File: src/pkg/traffic_io_pkg.sv
package traffic_io_pkg;
	// Clock rate and times; the logic counts out only the press, tone and voice times.
	localparam int unsigned CLK_HZ = 25_000_000;
	localparam int unsigned PRESS_MS = 250;
	localparam int unsigned PRESS_CYC = (CLK_HZ / 1000) * PRESS_MS;
	localparam int unsigned HOLD_DROP_MS = 250;
	localparam int unsigned HOLD_DROP_CYC = (CLK_HZ / 1000) * HOLD_DROP_MS;
	localparam int unsigned RESP_MS = 1000;
	localparam int unsigned RESP_CYC = (CLK_HZ / 1000) * RESP_MS;
	localparam int unsigned TONE_HZ = 1000;
	localparam int unsigned TONE_HALF_CYC = CLK_HZ / (2 * TONE_HZ);
	localparam int unsigned VOICE_MS = 1500;
	localparam int unsigned VOICE_CYC = (CLK_HZ / 1000) * VOICE_MS;
	// Register byte offsets.
	localparam logic [7:0] ADDR_CTRL = 8'h00;
	localparam logic [7:0] ADDR_VOICE = 8'h04;
	localparam logic [7:0] ADDR_TERRAIN = 8'h08;
	localparam logic [7:0] ADDR_FAULT = 8'h0c;
	localparam logic [7:0] ADDR_STATUS = 8'h10;
	localparam logic [7:0] ADDR_LOG0 = 8'h14;
	localparam logic [7:0] ADDR_LOG1 = 8'h18;
	localparam logic [7:0] ADDR_LOG2 = 8'h1c;
	// Control register fields and reset value.
	localparam int CTRL_ADV = 0;
	localparam int CTRL_DOUBLE = 1;
	localparam int CTRL_CAL = 2;
	localparam int CTRL_OPTEST = 3;
	localparam int CTRL_POST_DONE = 4;
	localparam int CTRL_W = 5;
	localparam logic [4:0] CTRL_RESET = 5'h00;
	// Voice, terrain and fault command fields.
	localparam int VOICE_GO = 2;
	localparam int TERRAIN_GO = 0;
	localparam int FLT_CAT_LO = 8;
	localparam int FLT_INOP = 10;
	localparam int FLT_LOG = 11;
	localparam int LOG_VALID = 31;
	// Discrete input positions and which of them are active low.
	localparam int IN_BAND = 0;
	localparam int IN_DISP = 1;
	localparam int IN_HOLD = 2;
	localparam int IN_FTEST = 3;
	localparam int IN_TPWR = 4;
	localparam logic [4:0] IN_LOW_ACT = 5'h0d;
	// Bus answers.
	localparam logic [1:0] RESP_OKAY = 2'h0;
	localparam logic [1:0] RESP_SLVERR = 2'h2;
	// Altitude band, voice message and fault category codes.
	typedef enum logic [1:0] {BAND_NORMAL = 2'b00, BAND_BELOW = 2'b01, BAND_ABOVE = 2'b10} band_t;
	typedef enum logic [1:0] {MSG_TEST_OK = 2'b00, MSG_TEST_FAIL = 2'b01, MSG_TRAFFIC2 = 2'b10,
		MSG_TRAFFIC1 = 2'b11} msg_t;
	typedef enum logic [1:0] {CAT_CATASTROPHIC = 2'b00, CAT_FATAL = 2'b01, CAT_CRITICAL = 2'b10,
		CAT_SYSTEM = 2'b11} cat_t;
endpackage

File: src/core/traffic_discrete_io.sv
// What this block does
// RULE1: Each press cycles normal, below, above, normal.
// RULE2: Switch holds band input grounded 250 ms.
// RULE3: Band selection starts normal after reset.
// RULE4: Grounded hold input inhibits; open permits advisories.
// RULE5: No new voice or lamp while held.
// RULE6: Hold cancels active voice and lamp quickly.
// RULE7: Advisory still present is annunciated after hold.
// RULE8: System ok output grounded in normal operation.
// RULE9: System ok invalid during any self test.
// RULE10: Lamp on for advisory unless cancelled, inhibited.
// RULE11: Exactly four voice messages are selectable.
// RULE12: Tone on audio only when calibrating.
// RULE13: Factory test input enters factory test mode.
// RULE14: Rank and log qualifying faults after cycle.
// RULE15: Fault memory keeps three highest priorities.
// RULE16: Inoperative fault drops ok, interrogations, display, voice; the code still plays the two test voice messages.
// RULE17: Fault response done within one second.
// RULE18: Faults carry one of four categories.
// RULE19: Health monitoring runs alongside normal traffic functions.
// RULE20: Display press toggles terrain map display.
// RULE21: Terrain audio on during message, drives hold.
// RULE22: Terrain inop on power loss, also reported.
// RULE23: Inputs synchronised; one qualified press, one step.
// RULE24: Equal or lower fault never displaces entry.
//
// Design decisions made here: register access over AXI4-Lite and the register offsets.
module traffic_discrete_io #(
	parameter int unsigned PRESS_CYCLES = traffic_io_pkg::PRESS_CYC,
	parameter int unsigned VOICE_CYCLES = traffic_io_pkg::VOICE_CYC,
	parameter int unsigned TONE_HALF_CYCLES = traffic_io_pkg::TONE_HALF_CYC
)(
	// Clock and reset.
	input wire logic CLK,
	input wire logic RST,
	// Bus write address.
	input wire logic [7:0] AWADDR,
	input wire logic [2:0] AWPROT,
	input wire logic AWVALID,
	output logic AWREADY,
	// Bus write data.
	input wire logic [31:0] WDATA,
	input wire logic [3:0] WSTRB,
	input wire logic WVALID,
	output logic WREADY,
	// Bus write response.
	output logic [1:0] BRESP,
	output logic BVALID,
	input wire logic BREADY,
	// Bus read address.
	input wire logic [7:0] ARADDR,
	input wire logic [2:0] ARPROT,
	input wire logic ARVALID,
	output logic ARREADY,
	// Bus read data.
	output logic [31:0] RDATA,
	output logic [1:0] RRESP,
	output logic RVALID,
	input wire logic RREADY,
	// Raw cockpit discretes.
	input wire logic ALTITUDE_BAND_SELECT_N,
	input wire logic TERRAIN_DISPLAY_TOGGLE_IN,
	input wire logic ADVISORY_HOLD_N,
	input wire logic FACTORY_TEST_PRESENT_N,
	input wire logic TERRAIN_POWER_OK,
	// Open-drain outputs: high enable grounds the pin.
	output logic SYSTEM_OK_N_OE,
	output logic TRAFFIC_LAMP_N_OE,
	output logic TERRAIN_INOP_OE,
	// Audio and terrain outputs.
	output logic VOICE_ACTIVE,
	output logic [1:0] VOICE_MSG,
	output logic VOICE_OUT_POS,
	output logic VOICE_OUT_NEG,
	output logic TERRAIN_AUDIO_ON,
	output logic TERRAIN_DISPLAY_ON,
	// Mode and fault response outputs.
	output logic [1:0] ALT_BAND,
	output logic FACTORY_TEST_MODE,
	output logic INTERROGATION_INHIBIT,
	output logic NORMAL_DISPLAY_ON
);
	////////////////////////////////////////////////////////////////////////
	localparam int PW = $clog2(PRESS_CYCLES + 1);
	localparam int VW = $clog2(VOICE_CYCLES + 1);
	localparam int TW = $clog2(TONE_HALF_CYCLES + 1);

	// Steps the band in its fixed cycle; the spare code recovers to normal.
	function automatic traffic_io_pkg::band_t band_next(input traffic_io_pkg::band_t b);
		unique case (b)
			traffic_io_pkg::BAND_NORMAL: band_next = traffic_io_pkg::BAND_BELOW;
			traffic_io_pkg::BAND_BELOW: band_next = traffic_io_pkg::BAND_ABOVE;
			traffic_io_pkg::BAND_ABOVE: band_next = traffic_io_pkg::BAND_NORMAL;
			default: band_next = traffic_io_pkg::BAND_NORMAL;
		endcase
	endfunction

	// Merges a bus write into an old value under the byte strobes.
	function automatic logic [31:0] merge(input logic [31:0] old, input logic [31:0] d, input logic [3:0] s);
		merge = old;
		for (int i = 0; i < 4; i++) begin
			if (s[i]) begin
				merge[8*i +: 8] = d[8*i +: 8];
			end
		end
	endfunction

	////////////////////////////////////////////////////////////////////////
	// Input synchronisers and the stable level of each discrete.
	logic [4:0] raw;
	logic [4:0] s1_q;
	logic [4:0] s2_q;
	logic [4:0] s3_q;
	logic [4:0] lvl_q;
	logic [4:0] act;
	// Idle level of every pin: buttons and hold open, tester absent, terrain powered,
	// so that leaving reset never shows a false press or a false power loss.
	localparam logic [4:0] IN_IDLE = traffic_io_pkg::IN_LOW_ACT | (5'h1 << traffic_io_pkg::IN_TPWR);
	assign raw = {TERRAIN_POWER_OK, FACTORY_TEST_PRESENT_N, ADVISORY_HOLD_N, TERRAIN_DISPLAY_TOGGLE_IN,
		ALTITUDE_BAND_SELECT_N};
	// Active-low inputs read grounded as asserted, open as released.
	assign act = lvl_q ^ traffic_io_pkg::IN_LOW_ACT; // RULE4

	// A level moves only when the second and third stages agree, so a glitch
	// caught by the first stage never reaches the logic.
	always_ff @(posedge CLK) begin
		if (RST) begin
			s1_q <= IN_IDLE;
			s2_q <= IN_IDLE;
			s3_q <= IN_IDLE;
			lvl_q <= IN_IDLE;
		end else begin
			s1_q <= raw;
			s2_q <= s1_q;
			s3_q <= s2_q;
			lvl_q <= (lvl_q & (s2_q ^ s3_q)) | (s3_q & ~(s2_q ^ s3_q)); // RULE23
		end
	end

	////////////////////////////////////////////////////////////////////////
	// Press qualifiers for the band and display push buttons.
	logic [PW-1:0] pcnt_q [2];
	logic [1:0] fired_q;
	logic [1:0] press_q;

	// A press counts once it has been held the full time; it cannot fire again
	// until released, so bounce or a long hold gives one step only.
	always_ff @(posedge CLK) begin
		if (RST) begin
			fired_q <= 2'h0;
			press_q <= 2'h0;
			for (int i = 0; i < 2; i++) begin
				pcnt_q[i] <= '0;
			end
		end else begin
			for (int i = 0; i < 2; i++) begin
				press_q[i] <= 1'b0;
				if (!act[i]) begin
					pcnt_q[i] <= '0;
					fired_q[i] <= 1'b0;
				end else if (!fired_q[i]) begin
					if (pcnt_q[i] == PW'(PRESS_CYCLES - 1)) begin
						press_q[i] <= 1'b1; // RULE2 RULE23
						fired_q[i] <= 1'b1;
					end else begin
						pcnt_q[i] <= pcnt_q[i] + 1'b1;
					end
				end
			end
		end
	end

	////////////////////////////////////////////////////////////////////////
	// Altitude band and terrain display selections.
	traffic_io_pkg::band_t band_q;
	logic map_on_q;

	// Band starts normal and steps once per qualified press.
	always_ff @(posedge CLK) begin
		if (RST) begin
			band_q <= traffic_io_pkg::BAND_NORMAL; // RULE3
		end else if (press_q[traffic_io_pkg::IN_BAND]) begin
			band_q <= band_next(band_q); // RULE1
		end
	end

	// The terrain map display toggles on each display press.
	always_ff @(posedge CLK) begin
		if (RST) begin
			map_on_q <= 1'b0;
		end else if (press_q[traffic_io_pkg::IN_DISP]) begin
			map_on_q <= ~map_on_q; // RULE20
		end
	end

	////////////////////////////////////////////////////////////////////////
	// Bus slave: address and data may arrive in either order.
	logic awrdy_q;
	logic wrdy_q;
	logic aw_full_q;
	logic w_full_q;
	logic [7:0] waddr_q;
	logic [31:0] wdata_q;
	logic [3:0] wstrb_q;
	logic bvalid_q;
	logic [1:0] bresp_q;
	logic ardy_q;
	logic rvalid_q;
	logic [31:0] rdata_q;
	logic [1:0] rresp_q;
	logic wr_do;
	logic wr_ok;
	assign wr_do = aw_full_q & w_full_q & ~bvalid_q;
	assign wr_ok = waddr_q[7:5] == 3'h0 && waddr_q[4:2] < 3'h4;

	// Each channel is taken once, then its ready stays low until the
	// response is accepted, so only one write is ever in flight.
	always_ff @(posedge CLK) begin
		if (RST) begin
			awrdy_q <= 1'b1;
			wrdy_q <= 1'b1;
			aw_full_q <= 1'b0;
			w_full_q <= 1'b0;
			waddr_q <= 8'h00;
			wdata_q <= 32'h0;
			wstrb_q <= 4'h0;
			bvalid_q <= 1'b0;
			bresp_q <= traffic_io_pkg::RESP_OKAY;
		end else begin
			if (AWVALID && awrdy_q) begin
				awrdy_q <= 1'b0;
				aw_full_q <= 1'b1;
				waddr_q <= AWADDR;
			end
			if (WVALID && wrdy_q) begin
				wrdy_q <= 1'b0;
				w_full_q <= 1'b1;
				wdata_q <= WDATA;
				wstrb_q <= WSTRB;
			end
			if (wr_do) begin
				aw_full_q <= 1'b0;
				w_full_q <= 1'b0;
				bvalid_q <= 1'b1;
				bresp_q <= wr_ok ? traffic_io_pkg::RESP_OKAY : traffic_io_pkg::RESP_SLVERR;
			end
			if (bvalid_q && BREADY) begin
				bvalid_q <= 1'b0;
				awrdy_q <= 1'b1;
				wrdy_q <= 1'b1;
			end
		end
	end

	////////////////////////////////////////////////////////////////////////
	// Software control and one-cycle command pulses.
	logic [traffic_io_pkg::CTRL_W-1:0] ctrl_q;
	logic [31:0] cmd_q;
	logic voice_go_q;
	logic terr_go_q;
	logic flt_go_q;
	logic [31:0] wmerged;
	logic [31:0] ctrl_wr;
	assign wmerged = merge(32'h0, wdata_q, wstrb_q);
	// Control word after a write, only the low bits of which are kept.
	assign ctrl_wr = merge({27'h0, ctrl_q}, wdata_q, wstrb_q);

	// Control bits hold their value; the other writable words only launch
	// an action and keep nothing for a later read.
	always_ff @(posedge CLK) begin
		if (RST) begin
			ctrl_q <= traffic_io_pkg::CTRL_RESET;
			cmd_q <= 32'h0;
			voice_go_q <= 1'b0;
			terr_go_q <= 1'b0;
			flt_go_q <= 1'b0;
		end else begin
			voice_go_q <= 1'b0;
			terr_go_q <= 1'b0;
			flt_go_q <= 1'b0;
			if (wr_do) begin
				cmd_q <= wmerged;
				unique case (waddr_q)
					traffic_io_pkg::ADDR_CTRL: begin
						ctrl_q <= ctrl_wr[traffic_io_pkg::CTRL_W-1:0];
					end
					traffic_io_pkg::ADDR_VOICE: voice_go_q <= wmerged[traffic_io_pkg::VOICE_GO];
					traffic_io_pkg::ADDR_TERRAIN: terr_go_q <= wmerged[traffic_io_pkg::TERRAIN_GO];
					traffic_io_pkg::ADDR_FAULT: flt_go_q <= 1'b1;
					default: begin
					end
				endcase
			end
		end
	end

	////////////////////////////////////////////////////////////////////////
	// Fault memory: three entries kept in falling priority order.
	logic [10:0] log_q [3];
	logic [7:0] new_prio;
	logic [1:0] ins;
	logic fail_q;
	assign new_prio = cmd_q[7:0];

	// The new fault goes below every entry of equal or higher priority, so
	// an equal one never pushes an older one out.
	always_comb begin
		ins = 2'h0;
		for (int i = 0; i < 3; i++) begin
			if (log_q[i][10] && log_q[i][7:0] >= new_prio) begin
				ins = ins + 2'h1; // RULE24
			end
		end
	end

	// Qualifying faults are ranked in; the lowest entry falls off the end.
	// The table is cleared only by reset, which is the power cycle.
	always_ff @(posedge CLK) begin
		if (RST) begin
			for (int i = 0; i < 3; i++) begin
				log_q[i] <= 11'h0;
			end
		end else if (flt_go_q && cmd_q[traffic_io_pkg::FLT_LOG] && ins != 2'h3) begin // RULE14 RULE19
			for (int i = 1; i < 3; i++) begin
				if (i > ins) begin
					log_q[i] <= log_q[i-1]; // RULE15
				end
			end
			log_q[ins] <= {1'b1, cmd_q[traffic_io_pkg::FLT_CAT_LO +: 2], new_prio}; // RULE18
		end
	end

	// An inoperative fault of any category latches failed until reset.
	always_ff @(posedge CLK) begin
		if (RST) begin
			fail_q <= 1'b0;
		end else if (flt_go_q && cmd_q[traffic_io_pkg::FLT_INOP]) begin
			fail_q <= 1'b1; // RULE16
		end
	end

	////////////////////////////////////////////////////////////////////////
	// Hold, validity and fault responses.
	logic hold_q;
	logic ok_q;
	logic inhib_q;
	logic ndisp_q;
	logic ftest_q;
	logic inop_q;
	logic terr_audio_q;

	// Terrain audio is wired inside to the hold, so traffic stays quiet
	// while a terrain message plays.
	always_ff @(posedge CLK) begin
		if (RST) begin
			hold_q <= 1'b0;
			ftest_q <= 1'b0;
			inop_q <= 1'b0;
		end else begin
			hold_q <= act[traffic_io_pkg::IN_HOLD] | terr_audio_q; // RULE4 RULE21
			ftest_q <= act[traffic_io_pkg::IN_FTEST]; // RULE13
			inop_q <= ~act[traffic_io_pkg::IN_TPWR]; // RULE22
		end
	end

	// Valid only after the power-up test, outside operator tests and with no
	// latched failure; responses follow a failure by one cycle.
	always_ff @(posedge CLK) begin
		if (RST) begin
			ok_q <= 1'b0;
			inhib_q <= 1'b0;
			ndisp_q <= 1'b0;
		end else begin
			ok_q <= ctrl_q[traffic_io_pkg::CTRL_POST_DONE] & ~ctrl_q[traffic_io_pkg::CTRL_OPTEST]
				& ~fail_q; // RULE8 RULE9 RULE16
			inhib_q <= fail_q; // RULE16 RULE17
			ndisp_q <= ~fail_q; // RULE16 RULE17
		end
	end

	////////////////////////////////////////////////////////////////////////
	// Traffic lamp and voice messages.
	logic adv;
	logic adv_prev_q;
	logic lamp_q;
	logic trf_pend_q;
	logic sw_pend_q;
	traffic_io_pkg::msg_t sw_msg_q;
	traffic_io_pkg::msg_t msg_q;
	logic voice_on_q;
	logic [VW-1:0] vcnt_q;
	logic is_trf;
	assign adv = ctrl_q[traffic_io_pkg::CTRL_ADV] & ~fail_q;
	assign is_trf = msg_q[1];

	// The lamp follows the advisory but is dark while held; it lights again
	// if the advisory outlasts the hold.
	always_ff @(posedge CLK) begin
		if (RST) begin
			lamp_q <= 1'b0;
			adv_prev_q <= 1'b0;
		end else begin
			lamp_q <= adv & ~hold_q; // RULE5 RULE6 RULE7 RULE10
			adv_prev_q <= adv;
		end
	end

	// One message plays at a time. A new advisory's call waits out any hold;
	// a hold, or a failure for a traffic call, cuts a message short.
	always_ff @(posedge CLK) begin
		if (RST) begin
			trf_pend_q <= 1'b0;
			sw_pend_q <= 1'b0;
			sw_msg_q <= traffic_io_pkg::MSG_TEST_OK;
			msg_q <= traffic_io_pkg::MSG_TEST_OK;
			voice_on_q <= 1'b0;
			vcnt_q <= '0;
		end else begin
			if (voice_go_q) begin
				sw_pend_q <= 1'b1;
				sw_msg_q <= traffic_io_pkg::msg_t'(cmd_q[1:0]); // RULE11
			end
			if (adv && !adv_prev_q) begin
				trf_pend_q <= 1'b1;
			end else if (!adv) begin
				trf_pend_q <= 1'b0;
			end
			if (voice_on_q) begin
				if (hold_q || (fail_q && is_trf) || vcnt_q == VW'(VOICE_CYCLES - 1)) begin
					voice_on_q <= 1'b0; // RULE6 RULE16
					// A traffic call cut by a hold is owed again once the hold lifts.
					if (hold_q && is_trf) begin
						trf_pend_q <= adv; // RULE7
					end
				end else begin
					vcnt_q <= vcnt_q + 1'b1;
				end
			end else if (!hold_q) begin // RULE5
				vcnt_q <= '0;
				if (trf_pend_q && adv) begin
					voice_on_q <= 1'b1; // RULE7
					trf_pend_q <= 1'b0;
					msg_q <= ctrl_q[traffic_io_pkg::CTRL_DOUBLE] ? traffic_io_pkg::MSG_TRAFFIC2
						: traffic_io_pkg::MSG_TRAFFIC1;
				end else if (sw_pend_q && !voice_go_q) begin
					sw_pend_q <= 1'b0;
					voice_on_q <= ~(fail_q & sw_msg_q[1]);
					msg_q <= sw_msg_q;
				end
			end
		end
	end

	////////////////////////////////////////////////////////////////////////
	// Terrain audio-on and calibration tone.
	logic [VW-1:0] tcnt_q;
	logic [TW-1:0] tone_cnt_q;
	logic tone_q;
	logic tone_en;
	logic pos_q;
	logic neg_q;
	assign tone_en = ctrl_q[traffic_io_pkg::CTRL_CAL] & ~voice_on_q;

	// Terrain audio stays on from the start of its message to the end.
	always_ff @(posedge CLK) begin
		if (RST) begin
			terr_audio_q <= 1'b0;
			tcnt_q <= '0;
		end else if (terr_go_q && !terr_audio_q) begin
			terr_audio_q <= 1'b1; // RULE21
			tcnt_q <= '0;
		end else if (terr_audio_q) begin
			if (tcnt_q == VW'(VOICE_CYCLES - 1)) begin
				terr_audio_q <= 1'b0;
			end else begin
				tcnt_q <= tcnt_q + 1'b1;
			end
		end
	end

	// The tone divider runs only in calibration, so normal audio is silent.
	always_ff @(posedge CLK) begin
		if (RST) begin
			tone_cnt_q <= '0;
			tone_q <= 1'b0;
			pos_q <= 1'b0;
			neg_q <= 1'b0;
		end else begin
			if (!tone_en) begin
				tone_cnt_q <= '0;
			end else if (tone_cnt_q == TW'(TONE_HALF_CYCLES - 1)) begin
				tone_cnt_q <= '0;
				tone_q <= ~tone_q;
			end else begin
				tone_cnt_q <= tone_cnt_q + 1'b1;
			end
			pos_q <= tone_en & tone_q; // RULE12
			neg_q <= tone_en & ~tone_q; // RULE12
		end
	end

	////////////////////////////////////////////////////////////////////////
	// Read path: one cycle from address to data.
	logic [31:0] rd_word;
	logic rd_ok;

	always_comb begin
		rd_word = 32'h0;
		rd_ok = 1'b1;
		unique case (ARADDR)
			traffic_io_pkg::ADDR_CTRL: rd_word = {27'h0, ctrl_q};
			traffic_io_pkg::ADDR_VOICE, traffic_io_pkg::ADDR_TERRAIN, traffic_io_pkg::ADDR_FAULT: rd_word = 32'h0;
			traffic_io_pkg::ADDR_STATUS: rd_word = {19'h0, ftest_q, inop_q, terr_audio_q, map_on_q, msg_q,
				voice_on_q, hold_q, fail_q, ok_q, lamp_q, band_q};
			traffic_io_pkg::ADDR_LOG0: rd_word = {log_q[0][10], 21'h0, log_q[0][9:0]};
			traffic_io_pkg::ADDR_LOG1: rd_word = {log_q[1][10], 21'h0, log_q[1][9:0]};
			traffic_io_pkg::ADDR_LOG2: rd_word = {log_q[2][10], 21'h0, log_q[2][9:0]};
			default: rd_ok = 1'b0;
		endcase
	end

	always_ff @(posedge CLK) begin
		if (RST) begin
			ardy_q <= 1'b1;
			rvalid_q <= 1'b0;
			rdata_q <= 32'h0;
			rresp_q <= traffic_io_pkg::RESP_OKAY;
		end else if (ARVALID && ardy_q) begin
			ardy_q <= 1'b0;
			rvalid_q <= 1'b1;
			rdata_q <= rd_word;
			rresp_q <= rd_ok ? traffic_io_pkg::RESP_OKAY : traffic_io_pkg::RESP_SLVERR;
		end else if (rvalid_q && RREADY) begin
			rvalid_q <= 1'b0;
			ardy_q <= 1'b1;
		end
	end

	////////////////////////////////////////////////////////////////////////
	// Outputs, each straight from a flip-flop.
	assign AWREADY = awrdy_q;
	assign WREADY = wrdy_q;
	assign BVALID = bvalid_q;
	assign BRESP = bresp_q;
	assign ARREADY = ardy_q;
	assign RVALID = rvalid_q;
	assign RDATA = rdata_q;
	assign RRESP = rresp_q;
	assign SYSTEM_OK_N_OE = ok_q;
	assign TRAFFIC_LAMP_N_OE = lamp_q;
	assign TERRAIN_INOP_OE = inop_q;
	assign VOICE_ACTIVE = voice_on_q;
	assign VOICE_MSG = msg_q;
	assign VOICE_OUT_POS = pos_q;
	assign VOICE_OUT_NEG = neg_q;
	assign TERRAIN_AUDIO_ON = terr_audio_q;
	assign TERRAIN_DISPLAY_ON = map_on_q;
	assign ALT_BAND = band_q;
	assign FACTORY_TEST_MODE = ftest_q;
	assign INTERROGATION_INHIBIT = inhib_q;
	assign NORMAL_DISPLAY_ON = ndisp_q;

	////////////////////////////////////////////////////////////////////////
	// Checks on the behaviour above.
	a_band_reset_normal: assert property (@(posedge CLK) RST |=> band_q == traffic_io_pkg::BAND_NORMAL) // RULE3
		else $error("band not normal after reset");
	a_band_step_cycle: assert property (@(posedge CLK) disable iff (RST) // RULE1
		press_q[0] |=> band_q == band_next($past(band_q))) else $error("band did not step");
	a_press_held_full: assert property (@(posedge CLK) disable iff (RST) // RULE23
		$rose(press_q[0]) |-> $past(act[0], 2) && pcnt_q[0] == PW'(PRESS_CYCLES - 1)) else $error("short press");
	a_hold_no_lamp: assert property (@(posedge CLK) disable iff (RST) // RULE5
		$rose(lamp_q) |-> !$past(hold_q)) else $error("lamp lit while held");
	a_hold_cancels_out: assert property (@(posedge CLK) disable iff (RST) // RULE6
		hold_q |=> !lamp_q && !voice_on_q) else $error("hold did not cancel outputs");
	a_resume_after_hold: assert property (@(posedge CLK) disable iff (RST) // RULE7
		$fell(hold_q) && adv |=> lamp_q) else $error("advisory not resumed");
	a_fail_response_set: assert property (@(posedge CLK) disable iff (RST) // RULE16
		$rose(fail_q) |=> !ok_q && inhib_q && !ndisp_q ##1 !(voice_on_q && is_trf)) else $error("fail response");
	a_tone_cal_only: assert property (@(posedge CLK) disable iff (RST) // RULE12
		(pos_q || neg_q) |-> $past(ctrl_q[traffic_io_pkg::CTRL_CAL])) else $error("tone outside calibration");
	a_display_toggles: assert property (@(posedge CLK) disable iff (RST) // RULE20
		press_q[1] |=> map_on_q != $past(map_on_q)) else $error("display did not toggle");
	a_log_top_keeps: assert property (@(posedge CLK) disable iff (RST) // RULE24
		log_q[0][10] |=> log_q[0][10] && log_q[0][7:0] >= $past(log_q[0][7:0])) else $error("top fault displaced");
	a_terrain_holds: assert property (@(posedge CLK) disable iff (RST) // RULE21
		terr_audio_q |=> hold_q) else $error("terrain audio not holding");
	a_test_invalid: assert property (@(posedge CLK) disable iff (RST) // RULE9
		ctrl_q[traffic_io_pkg::CTRL_OPTEST] |=> !ok_q) else $error("valid during self test");
endmodule

File: config.mk
export PLATFORM = sky130hd
export DESIGN_NAME = traffic_discrete_io
export DESIGN_NICKNAME = d
export VERILOG_FILES = /design/src/pkg/traffic_io_pkg.sv /design/src/core/traffic_discrete_io.sv
export SDC_FILE = /design/constraint.sdc
export NUM_CORES = 1
export LEC_CHECK = 0
export BUFFER_PORTS_ARGS = -buffer_cell sky130_fd_sc_hd__buf_4
export CAP_MARGIN = 20
export CORE_UTILIZATION = 45
export CTS_CLUSTER_DIAMETER = 100
export DETAILED_ROUTE_END_ITERATION = 12
export PLACE_DENSITY = 0.73
export SLEW_MARGIN = 20
export SYNTH_ARGS = -nofsm -noshare
export SYNTH_HDL_FRONTEND = slang
export SYNTH_SLANG_ARGS = --single-unit
File: constraint.sdc
create_clock -name CLK -period 9.1 [get_ports CLK]
set_input_delay 0.91 -clock CLK [delete_from_list [all_inputs] [get_ports CLK]]
set_output_delay 0.91 -clock CLK [all_outputs]
set_load 0.1 [all_outputs]
==> flow_summary.toml <==
[status]
outcome = "finished, final reports clean"

[placed_design]
portBuffers = 77
dp_cells = 1622
gp_congestion = 0.851
dp_hpwl_um = 17700

[power_and_ir_drop]
clockPowerShare_pct = 46.3
p_leak_nw = 5.04
irDropWorstVdd_mv = 0.123
p_switching_mw = 0.568
power_mw = 2.52
sequentialPowerShare_pct = 47.7
p_sw_share_pct = 22.5
internal_power_mw = 1.96
power_density_nw_per_um2 = 186
p_comb_share_pct = 5.9

[final_layout]
final_nets = 1417
area_growth_pct = 14.4
fin_util_pct = 52.3
final_common_cell = "nor2_1"
finalNonFillerCells = 1669
drive_gt1_share_pct = 11.8
final_cell_mix = "188 x nor2_1, 181 x dfxtp_1, 114 x nand2_1"
antenna-diode-count = 0

[critical_path]
cp-start-kind = "flip-flop"
worstPathMaxFanout = 10
r2r_cells = 12
r2r_setup_slack_ns = 5.06
critPathCaptureType = "flip-flop"
crit_required_ns = 9.25
worst_r2r_endpoint = "log_q[0][1]$_DFFE_PP_"
crit_type = "flip-flop to flip-flop"
arrival_ns = 4.19
reg2reg_from = "cmd_q[0]$_SDFFE_PP0P_"

[clock_network]
numCtsBuffers = 27
htree_num_levels = 1
cts_sinks = 257
clock_path_buffers = 3
cts_tree = "yes"
cts_hold_buf = 0
post-cts-setup-buffers = 0
cts_root_buf = "clkbuf_16"
post_cts_resized = 0
clk_latency_ns = 0.53
clk_pin_slew_worst_paths_ns = 0.06

[global_routing]
grt_pass1_wl_um = 41700
grt_overflow_total = 0
grt_max_degree = 64
grtUsageTotal_pct = 19.1
antenna_found_initial = 0
grt_pass1_vias = 8480

[sta]
worst_pin_slew_ns = 0.926
final.min_clock_period_ns = 4.04
slew_violations = 0
setup_tns_ns = 0
skew_ns = 0.00774
relSlewSlack_pct = 36.5
rsz0062_at_grt = "false"
hold_viol = 0
period_share_pct = 44.4
max_freq_ghz = 0.248
setup_viol = 0
hold_ws_ns = 0.412

[worst_hold_path]
min-delay-start = "s1_q[0]$_SDFF_PP1_"
hp-class = "flip-flop to flip-flop"
whs_path_depth = 1
min_to = "s2_q[0]$_SDFF_PP1_"

[floorplan]
initial_core_util_pct = 45.7
die_y_um = 164
fp.dieW_um = 164
coreArea_um2 = 25900
top_level_ports = 126
row_count = 59
dieArea_um2 = 27000

[drt]
wl_um = 25800
via_per_inst = 5.42
routedWlPerCell_um = 15.5
drtAntennaViolNets = 0
drt_pass1_iterations = 5
vias = 9047
drc = 0
drt_iter0_markers = 409

[synthesis]
synth_edf_count = 76
async_flop_share_pct = 0
synth_area_um2 = 11800
yosysWarnings = 0
yosysSeqAreaShare_pct = 49.9
synth_ff_type = "dfxtp_1"
postSynthAreaPerCell_um2 = 9.41
synth_seq_cells = 257
postSynthCellCount = 1259
synthDistinctLibCells = 70

[job]
cap_viol_max_count = 0
power by group through the flow:
stage               clock network (mW)  registers (mW)  logic, mW
detailed placement                   0            1.23      0.150
global route                      1.24            1.21      0.160
finish                            1.17            1.20      0.150
global placement                     0            1.23      0.148
CTS                               1.19            1.20      0.150
floorplan                            0            1.25     0.0944
cells in the mapped netlist, types with 8 or more instances:
master,count,area [µm²]
nor2_1,188,706
dfxtp_1,181,3620
nand2_1,114,428
a21oi_1,87,435
edfxtp_1,76,2280
nand3_1,71,355
xor2_1,54,473
clkbuf_1,45,169
nor3_1,41,205
inv_1,32,120
xnor2_1,32,280
ha_1,31,388
o21ai_0,29,145
mux2i_1,27,270
nand4_1,23,144
and3_1,22,138
buf_4,20,150
or2_2,16,100
and2_1,11,68.8
or3_1,11,68.8
a22o_1,10,87.6
a31oi_1,9,56.3
and4_1,9,78.8
nor4_1,9,56.3
a21o_1,8,60.1
nor3b_1,8,60.1
worst max path at each step:
stage / endpoint / slack [ns] / from
2_1_floorplan: log_q[0][0]$_DFFE_PP_ / 5.94 / cmd_q[0]$_SDFFE_PP0P_
3_3_place_gp: log_q[0][6]$_DFFE_PP_ / 5.12 / cmd_q[0]$_SDFFE_PP0P_
3_5_place_dp: log_q[0][4]$_DFFE_PP_ / 5.10 / cmd_q[0]$_SDFFE_PP0P_
4_1_cts: log_q[0][1]$_DFFE_PP_ / 5.08 / cmd_q[0]$_SDFFE_PP0P_
5_1_grt: log_q[0][4]$_DFFE_PP_ / 4.88 / cmd_q[0]$_SDFFE_PP0P_
6_report: log_q[0][1]$_DFFE_PP_ / 5.06 / cmd_q[0]$_SDFFE_PP0P_
flip-flops by register name, indices dropped and copies added (netlist names), 5 cells and up, named ones only:
register,cells
pcnt_q,46
log_q,33
tcnt_q,26
vcnt_q,26
RDATA,14
tone_cnt_q,14
cmd_q,12
wdata_q,12
waddr_q,8
ctrl_q,5
s1_q,5
s2_q,5
s3_q,5
through the flow:
stage	instance area, µm²	worst slack (ns)
floorplan	11900	5.94
global placement	12600	5.12
detailed placement	12600	5.10
CTS	13500	5.08
global route	13500	4.88
finish	13500	5.06
cells by family after synthesis:
kind of cell    Yosys count  synth area share (%)
xor+xnor                 87                  6.59
compound gates          179                  9.30
buf+inv                 103                  3.99
fa+ha+maj                31                  3.28
simple gates            567                  23.4
mux                      34                  3.52
other cells               1                0.0317
flops                   257                  49.9
metal layers:
| metal | track usage [%] | wire length, µm | vias to the layer above |
|---|---|---|---|
| met5 | 0 | 0 | - |
| met4 | 5.01 | 410 | 0 |
| met3 | 2.70 | 1190 | 32 |
| met2 | 32.7 | 12500 | 201 |
| met1 | 25.0 | 11700 | 4302 |
| li1 | - | - | 4512 |
final cells by class:
class	count	area, µm²
multi-input cells	918	5540
inverters	32	120
well taps	335	419
fillers	2332	12400
flip-flops and latches	257	5910
clock buffers	40	848
repair buffers	80	601
clock inverters	7	115
critical path, cell delays in order, from the launching register on:
cell and delay (ns):
dfxtp_1 0.53, ha_1 0.29, nand2b_1 0.14, a21o_1 0.18
a21o_1 0.17, a21oi_1 0.15, nor2_1 0.09, o31ai_1 0.29
ha_1 0.38, and2_1 0.20, mux2i_1 0.69, or2_1 0.24
nand2_1 0.32
(Power assumes the default switching activity.)
